<file path="config.mk">
export PLATFORM = sky130hd
export DESIGN_NAME = rtcc_top
export DESIGN_NICKNAME = d
export VERILOG_FILES = /design/src/hdl/rtcc_pkg.sv /design/src/hdl/rtcc_top.sv
export VERILOG_INCLUDE_DIRS = /design/src /design/src/hdl
export SDC_FILE = /design/constraint.sdc
export NUM_CORES = 1
export LEC_CHECK = 0
export BUFFER_PORTS_ARGS = -buffer_cell sky130_fd_sc_hd__buf_2
export CAP_MARGIN = 10
export CORE_MARGIN = 2
export CORE_UTILIZATION = 39
export CTS_CLUSTER_DIAMETER = 50
export DETAILED_ROUTE_END_ITERATION = 16
export PLACE_DENSITY = 0.66
export SYNTH_ARGS = -nofsm -noshare
export SYNTH_HDL_FRONTEND = slang
export SYNTH_SLANG_ARGS = --single-unit
</file>
<file path="constraint.sdc">
create_clock -name clk -period 3.18 [get_ports clk]
set_input_delay 0.477 -clock clk [delete_from_list [all_inputs] [get_ports clk]]
set_output_delay 0.477 -clock clk [all_outputs]
set_load 0.005 [all_outputs]
</file>
<file path="src/hdl/rtcc_map.svh">
`ifndef RTCC_MAP_SVH
`define RTCC_MAP_SVH
// ==============================================================
// Register offsets (byte addresses)
`define RTCC_OFS_HOUR_MIN   8'h00
`define RTCC_OFS_MONTH_DAY  8'h04
`define RTCC_OFS_YEAR_WEEK  8'h08
`define RTCC_OFS_INT_FLAGS  8'h0C
`define RTCC_OFS_INT_ENABLE 8'h10
`define RTCC_OFS_CONTROL    8'h14
// ==============================================================
// Field positions
`define RTCC_BIT_HALF_DAY   14
`define RTCC_BIT_24H        0
`define RTCC_BIT_BUSY       1
`define RTCC_BIT_DAY_TICK   7
`define RTCC_BIT_HOUR_TICK  6
`define RTCC_BIT_MIN_TICK   5
// Implemented interrupt bits; 11..9 reserved
`define RTCC_INT_MASK       16'hF1FF
// ==============================================================
// Reset values
`define RTCC_RST_HOUR_TENS  2'h1
`define RTCC_RST_HOUR_UNITS 4'h2
`define RTCC_RST_MONTH      5'h01
`define RTCC_RST_DAY_UNITS  4'h1
`endif

</file>
<file path="src/hdl/rtcc_pkg.sv">
package rtcc_pkg;
  // Calendar counters, one packed word
  typedef struct packed {
    logic       half_day_flag;
    logic [1:0] hour_tens;
    logic [3:0] hour_units;
    logic [2:0] minute_tens;
    logic [3:0] minute_units;
    logic       month_tens;
    logic [3:0] month_units;
    logic [1:0] day_tens;
    logic [3:0] day_units;
    logic [2:0] weekday_count;
    logic [3:0] year_tens;
    logic [3:0] year_units;
  } rtcc_cal_t;
  // Interrupt causes from the rest of the clock
  typedef struct packed {
    logic regulation_done;
    logic stopwatch_1hz;
    logic stopwatch_10hz;
    logic stopwatch_100hz;
    logic alarm;
    logic second_tick;
    logic half_second_tick;
    logic quarter_second_tick;
    logic eighth_second_tick;
    logic thirtysecond_second_tick;
  } rtcc_evt_t;
endpackage : rtcc_pkg

</file>
<file path="src/hdl/rtcc_top.sv">
// How it works
// - Hour counter BCD, 1..12 in twelve-hour mode, 0..23 otherwise
// - Half-day flag at bit 14, one means afternoon
// - In 24-hour mode flag reads zero and writing one is ignored
// - Stale flag after switch to 24-hour clears at next hour step
// - Minute counter BCD 0..59
// - Month counter BCD 1..12
// - Day counter BCD 1..month length, leap February has 29
// - Weekday counts 0..6, Sunday is 0
// - Year counter BCD 0..99
// - Flags set on cause, write one clears, zero keeps
// - Bits 15..12 regulation and stopwatch, 11..9 read zero
// - Bits 8..0 alarm, day, hour, minute and sub-minute ticks
// - Enable bits read/write, one lets the cause through
`timescale 1ns/1ps
`default_nettype none
`include "rtcc_map.svh"

module rtcc_top #(
  parameter int ADDR_W = 8
) (
  // Clock and reset
  input  wire logic              clk,
  input  wire logic              reset,
  // APB slave
  input  wire logic              psel,
  input  wire logic              penable,
  input  wire logic              pwrite,
  input  wire logic [ADDR_W-1:0] paddr,
  input  wire logic [31:0]       pwdata,
  output var  logic [31:0]       prdata,
  output var  logic              pready,
  output var  logic              pslverr,
  // From the seconds stage, same clock
  input  wire logic              minute_carry,
  input  wire logic              clock_busy,
  input  wire rtcc_pkg::rtcc_evt_t events,
  // Interrupt request
  output var  logic              irq
);

  // ============================================================
  // Parameter check
  if (ADDR_W < 5)
  begin : g_bad_addr
    $error("rtcc_top: ADDR_W too small for the register map");
  end

  // ============================================================
  // BCD helpers
  function automatic logic [7:0] bcd_inc(input logic [7:0] v);
    logic [7:0] r;
    r = v;
    if (v[3:0] == 4'h9)
    begin
      r = {v[7:4] + 4'h1, 4'h0};
    end
    else
    begin
      r = {v[7:4], v[3:0] + 4'h1};
    end
    return r;
  endfunction

  rtcc_pkg::rtcc_cal_t cal;
  logic                twentyfour_hour_select;
  logic [15:0]         int_flags;
  logic [15:0]         int_enables;

  // ============================================================
  // Bus decode
  logic              acc_phase;
  logic              wr_now;
  logic [ADDR_W-1:0] wr_addr;
  logic              known_addr;
  assign acc_phase = psel & penable & ~pready;
  // Write lands only on the edge that completes the transfer
  assign wr_now    = psel & penable & pready & pwrite;
  assign wr_addr   = paddr;
  always_comb
  begin
    case (paddr)
      ADDR_W'(`RTCC_OFS_HOUR_MIN),
      ADDR_W'(`RTCC_OFS_MONTH_DAY),
      ADDR_W'(`RTCC_OFS_YEAR_WEEK),
      ADDR_W'(`RTCC_OFS_INT_FLAGS),
      ADDR_W'(`RTCC_OFS_INT_ENABLE),
      ADDR_W'(`RTCC_OFS_CONTROL): known_addr = 1'b1;
      default:                    known_addr = 1'b0;
    endcase
  end

  logic wr_hm;
  logic wr_md;
  logic wr_yw;
  logic wr_if;
  logic wr_ie;
  logic wr_ct;
  assign wr_hm = wr_now & (wr_addr == ADDR_W'(`RTCC_OFS_HOUR_MIN));
  assign wr_md = wr_now & (wr_addr == ADDR_W'(`RTCC_OFS_MONTH_DAY));
  assign wr_yw = wr_now & (wr_addr == ADDR_W'(`RTCC_OFS_YEAR_WEEK));
  assign wr_if = wr_now & (wr_addr == ADDR_W'(`RTCC_OFS_INT_FLAGS));
  assign wr_ie = wr_now & (wr_addr == ADDR_W'(`RTCC_OFS_INT_ENABLE));
  assign wr_ct = wr_now & (wr_addr == ADDR_W'(`RTCC_OFS_CONTROL));

  // ============================================================
  // Calendar cascade
  logic [7:0] minute_bcd;
  logic [7:0] hour_bcd;
  logic [7:0] day_bcd;
  logic [7:0] month_bcd;
  logic [7:0] year_bcd;
  logic [7:0] last_day;
  logic       leap_year;
  logic       minute_wrap;
  logic       day_wrap;
  logic       month_wrap;
  assign minute_bcd = {1'b0, cal.minute_tens, cal.minute_units};
  assign hour_bcd   = {2'b00, cal.hour_tens, cal.hour_units};
  assign day_bcd    = {2'b00, cal.day_tens, cal.day_units};
  assign month_bcd  = {3'b000, cal.month_tens, cal.month_units};
  assign year_bcd   = {cal.year_tens, cal.year_units};

  // leap test
  // Year 00 counts as leap; the range holds no century exception
  assign leap_year = cal.year_tens[0]
                   ? ((cal.year_units == 4'h2) | (cal.year_units == 4'h6))
                   : ((cal.year_units == 4'h0) | (cal.year_units == 4'h4)
                     | (cal.year_units == 4'h8));

  always_comb
  begin
    case (month_bcd)
      8'h02:   last_day = leap_year ? 8'h29 : 8'h28;
      8'h04,
      8'h06,
      8'h09,
      8'h11:   last_day = 8'h30;
      default: last_day = 8'h31;
    endcase
  end

  assign minute_wrap = minute_carry & (minute_bcd == 8'h59);
  // day ends at midnight in either format
  assign day_wrap = minute_wrap & (twentyfour_hour_select ? (hour_bcd == 8'h23)
                                   : ((hour_bcd == 8'h11) & cal.half_day_flag));
  assign month_wrap = day_wrap & (day_bcd >= last_day);

  // Minute counter; bus writes win, software avoids writes while busy
  always_ff @(posedge clk or posedge reset)
  begin
    if (reset)
    begin
      cal.minute_tens  <= 3'h0;
      cal.minute_units <= 4'h0;
    end
    else if (wr_hm)
    begin
      cal.minute_tens  <= pwdata[6:4];
      cal.minute_units <= pwdata[3:0];
    end
    else if (minute_carry)
    begin
      {cal.minute_tens, cal.minute_units} <=
        minute_wrap ? 7'h00 : 7'(bcd_inc(minute_bcd));
    end
  end

  // Hour counter and half-day flag
  always_ff @(posedge clk or posedge reset)
  begin
    if (reset)
    begin
      cal.hour_tens     <= `RTCC_RST_HOUR_TENS;
      cal.hour_units    <= `RTCC_RST_HOUR_UNITS;
      cal.half_day_flag <= 1'b0;
    end
    else if (wr_hm)
    begin
      cal.hour_tens     <= pwdata[13:12];
      cal.hour_units    <= pwdata[11:8];
      // writing one is ignored in 24-hour mode
      cal.half_day_flag <= pwdata[`RTCC_BIT_HALF_DAY]
                         & ~twentyfour_hour_select;
    end
    else if (minute_wrap)
    begin
      if (twentyfour_hour_select)
      begin
        // stale flag cleared on hour step
        cal.half_day_flag <= 1'b0;
        {cal.hour_tens, cal.hour_units} <=
          (hour_bcd == 8'h23) ? 6'h00 : 6'(bcd_inc(hour_bcd));
      end
      else
      begin
        // 11 to 12 flips morning and afternoon
        if (hour_bcd == 8'h11)
        begin
          cal.half_day_flag <= ~cal.half_day_flag;
        end
        {cal.hour_tens, cal.hour_units} <=
          (hour_bcd == 8'h12) ? 6'h01 : 6'(bcd_inc(hour_bcd));
      end
    end
  end

  // Day, weekday, month and year
  always_ff @(posedge clk or posedge reset)
  begin
    if (reset)
    begin
      cal.day_tens      <= 2'h0;
      cal.day_units     <= `RTCC_RST_DAY_UNITS;
      {cal.month_tens, cal.month_units} <= `RTCC_RST_MONTH;
      cal.weekday_count <= 3'h0;
      cal.year_tens     <= 4'h0;
      cal.year_units    <= 4'h0;
    end
    else
    begin
      if (wr_md)
      begin
        {cal.month_tens, cal.month_units} <= pwdata[12:8];
        cal.day_tens  <= pwdata[5:4];
        cal.day_units <= pwdata[3:0];
      end
      else if (day_wrap)
      begin
        {cal.day_tens, cal.day_units} <=
          month_wrap ? 6'h01 : 6'(bcd_inc(day_bcd));
        if (month_wrap)
        begin
          {cal.month_tens, cal.month_units} <=
            (month_bcd == 8'h12) ? 5'h01 : 5'(bcd_inc(month_bcd));
        end
      end
      if (wr_yw)
      begin
        cal.weekday_count <= pwdata[10:8];
        cal.year_tens     <= pwdata[7:4];
        cal.year_units    <= pwdata[3:0];
      end
      else
      begin
        if (day_wrap)
        begin
          cal.weekday_count <= (cal.weekday_count == 3'h6) ? 3'h0
                             : cal.weekday_count + 3'h1;
        end
        if (month_wrap & (month_bcd == 8'h12))
        begin
          {cal.year_tens, cal.year_units} <=
            (year_bcd == 8'h99) ? 8'h00 : bcd_inc(year_bcd);
        end
      end
    end
  end

  // ============================================================
  // Control register
  always_ff @(posedge clk or posedge reset)
  begin
    if (reset)
    begin
      twentyfour_hour_select <= 1'b0;
    end
    else if (wr_ct)
    begin
      twentyfour_hour_select <= pwdata[`RTCC_BIT_24H];
    end
  end

  // ============================================================
  // Interrupts
  logic [15:0] cause;
  // lower causes: alarm from the inputs, day and hour ticks from the cascade, then minute and second ticks from the inputs
  assign cause = {events.regulation_done, events.stopwatch_1hz,
                  events.stopwatch_10hz, events.stopwatch_100hz,
                  3'b000, events.alarm,
                  day_wrap, minute_wrap, minute_carry,
                  events.second_tick, events.half_second_tick,
                  events.quarter_second_tick, events.eighth_second_tick,
                  events.thirtysecond_second_tick};

  // Sticky flags; a cause in the clearing cycle still sets
  always_ff @(posedge clk or posedge reset)
  begin
    if (reset)
    begin
      int_flags <= 16'h0000;
    end
    else
    begin
      int_flags <= ((int_flags & ~(wr_if ? pwdata[15:0] : 16'h0000))
                   | cause) & `RTCC_INT_MASK;
    end
  end

  // Enable register
  always_ff @(posedge clk or posedge reset)
  begin
    if (reset)
    begin
      int_enables <= 16'h0000;
    end
    else if (wr_ie)
    begin
      int_enables <= pwdata[15:0] & `RTCC_INT_MASK;
    end
  end

  // Request follows flags one cycle later, straight from a flop
  always_ff @(posedge clk or posedge reset)
  begin
    if (reset)
    begin
      irq <= 1'b0;
    end
    else
    begin
      irq <= |(int_flags & int_enables);
    end
  end

  // ============================================================
  // Read mux
  logic [15:0] rd_word;
  always_comb
  begin
    case (paddr)
      ADDR_W'(`RTCC_OFS_HOUR_MIN):
        // flag reads zero in 24-hour mode
        rd_word = {1'b0, cal.half_day_flag & ~twentyfour_hour_select,
                   cal.hour_tens, cal.hour_units, 1'b0,
                   cal.minute_tens, cal.minute_units};
      ADDR_W'(`RTCC_OFS_MONTH_DAY):
        rd_word = {3'b000, cal.month_tens, cal.month_units, 2'b00,
                   cal.day_tens, cal.day_units};
      ADDR_W'(`RTCC_OFS_YEAR_WEEK):
        rd_word = {5'b00000, cal.weekday_count, cal.year_tens,
                   cal.year_units};
      ADDR_W'(`RTCC_OFS_INT_FLAGS):  rd_word = int_flags;
      ADDR_W'(`RTCC_OFS_INT_ENABLE): rd_word = int_enables;
      ADDR_W'(`RTCC_OFS_CONTROL):
        rd_word = {14'h0000, clock_busy, twentyfour_hour_select};
      default:                       rd_word = 16'h0000;
    endcase
  end

  // One wait state: answer in the second access cycle
  always_ff @(posedge clk or posedge reset)
  begin
    if (reset)
    begin
      pready  <= 1'b0;
      pslverr <= 1'b0;
      prdata  <= 32'h0000_0000;
    end
    else
    begin
      pready  <= acc_phase;
      pslverr <= acc_phase & ~known_addr;
      if (acc_phase & ~pwrite)
      begin
        prdata <= {16'h0000, rd_word};
      end
    end
  end

endmodule // rtcc_top

`default_nettype wire

</file>
==> metrics <==
vias post-DR 4,654; clk sinks 82; distinct cell type count after synthesis 69; first-pass GRT wire length 23.6 mm; ANT nets after route 0; worst hold margin 0.216 ns; Least-Margin Pin Slew 0.931 ns; fmax 330 MHz; initial core utilization 0.403; Final GP Congestion 0.908; crit end category register; Clock power frac 0.426; NetSw 0.703 mW; cell area after synthesis 5130 um2; post-DR vias/cell 5.79; GRT Total Usage 0.215; grt ovf 0; I/O Pins 92; flops & latches, synth 82; Setup-failing EPs final 0; cts repair resizes 0; PwrDens 434 nW/um2; drt pass-1 iters 4; die width 119 um; routed wire length 15.0 mm; fraction of layout cells with a size suffix above 1 0.207; total power 2.57 mW; Detail Placement HPWL 11.2 mm; Post-synth EDFFs 0; row cnt 41; combinational share of power 0.121; WP depth 11; Fill cells 1,216; post-synthesis sequential area ratio 0.401; max-cap violation count 0; Place WS 0.240 ns; Setup CP Type register to register; CTS root buf clkbuf_16; fin nets 697; Post-synth top flop dfrtp_1; Clock Tree Buf Depth 2; commonest non-fill, non-tap cell in the layout dfrtp_1; P&R area growth vs syn 15.6%; Die Y 119 um; core area 12,700 um2; Ys Warns 0; crit-path most repeated cell a211oi_4; outcome finished, final reports clean; Int Pwr 1.87 mW; delay of the slowest critical-path stage 0.56 ns; per-cell routed wire length 18.7 um; number of global-route vias before repair 4,452; final setup margin 0.150 ns; clock-pin slew on the worst setup and hold paths 0.07 ns; number of buffers created by CTS 9; CP cell instances xor2_1 -> nor2_1 -> o21bai_1 -> a21oi_1 -> o32a_1 -> ha_1 -> or4b_4 -> a211oi_4 -> a211oi_4 -> and4_1 -> o31a_1; Post-synth ARST share 1.00; Slowest-stage cell, CP or4b_4; Pleak 2.60 nW; Port Buffers 59; largest net degree at the start of global routing 44; Ant. Diodes 0; # H-tree levels 3; CTS tree built; Tmin final 3.03 ns; Worst slew margin 0.378; Max FO, Critical Path 7; Mapped Cells 568; Clk Latency, worst-skew pair 0.35 ns; residual DRC count 0; Hold Crit Class input pin to asynchronous set/reset pin; most frequent cells in the layout 78 x dfrtp_1, 68 x nand2_1, 59 x buf_2; Finished Cell Area 5930 um2; Avg Synthesized Cell Area 9.03 um2; Final Cycle Share 0.953; die area 14,100 um2; WP buf/inv 0; CP Launch Type register; Reg power frac 0.453; CTS Hold Buffers Added 0; max-slew violation count 0; Max VDD drop 279 uV; Post-Place Cell Area 5600 um2; # Post-CTS Setup Buffers 0; reg2reg path depth 11; Critical Path RT 3.41 ns; final hold vios 0; switching portion of total power 0.273; initial drt markers 348; Clock Skew 0.00797 ns; initial antenna violation count 0; Critical Path AT 3.26 ns; Top delay family on crit path compound AO/OA/AOI/OAI gates
## Yosys cell counts, drive strengths merged, types with 5 or more instances
library cell	count	area [um2]
a21oi	41	209
a31oi	5	31.3
a211oi	6	70.1
xnor2	5	43.8
buf	22	168
a221oi	11	96.3
o21ai	36	180
nor3	12	60.1
nand3	22	115
o211ai	6	45.0
nand2b	7	43.8
clkbuf	23	86.3
mux2	18	203
inv	17	63.8
a21o	14	105
dfrtp	78	1950
a2111oi	6	90.1
and3	11	68.8
nor2b	5	31.3
ha	13	163
mux2i	19	190
nand2	68	255
a22oi	10	75.1
nor2	50	188
## per-stage QoR
step	setup TNS [ns]	instances	utilization
floorplan	0	583	-
global placement	0	788	0.440
detailed placement	0	788	0.440
CTS	0	804	0.464
global route	-0.00314	804	0.466
finish	0	804	0.466
## worst paths after layout
path                             from           end  slack [ns]
min in group clk            events[4]  int_flags[4]        0.30
min                             reset       cal[14]        0.22
max                            cal[4]        cal[1]        0.15
max reg2reg                    cal[4]        cal[1]        0.15
max in group asynchronous       reset       cal[30]        2.22
min reg2reg                prdata[11]    prdata[11]        0.48
## metal layers
| metal | global-route usage | wire, um | up-vias |
|---|---|---|---|
| li1 | - | - | 2163 |
| met1 | 0.299 | 6670 | 2265 |
| met2 | 0.318 | 6650 | 193 |
| met3 | 0.0449 | 1120 | 33 |
| met4 | 0.101 | 556 | 0 |
| met5 | 0 | 0 | - |
## power by group through the flow
stage	logic (mW)	registers (mW)	clock network [mW]
2_1_floorplan	0.211	1.16	0
3_5_place_dp	0.310	1.18	0
3_3_place_gp	0.303	1.18	0
5_1_grt	0.350	1.17	1.15
6_report	0.311	1.17	1.10
4_1_cts	0.312	1.16	1.11
## area by class of cell
class                      instances  area (um2)  area share
clock buffer                      10         239      0.0403
clock inverter                     6        71.3      0.0120
inverter                          17        65.1      0.0110
multi-input combinational        439        2830       0.477
sequential                        82        2060       0.347
tap                              172         215      0.0363
timing repair buffer              78         454      0.0766
## registers in the layout, indices dropped and copies added, names as in the netlist
register / flops
cal: 36
prdata: 16
int_enables: 13
int_flags: 13
irq: 1
pready: 1
pslverr: 1
twentyfour_hour_select: 1
## kinds of logic after synthesis
family / synth area share
and+or+nand+nor: 0.192
AOI/OAI and AO/OA: 0.225
DFF: 0.401
buffers and inverters: 0.0620
muxes: 0.0766
adders and majority gates: 0.0317
xor gates and xnor gates: 0.0102
other: 0.000731
Power figures use the tool's default switching activity.
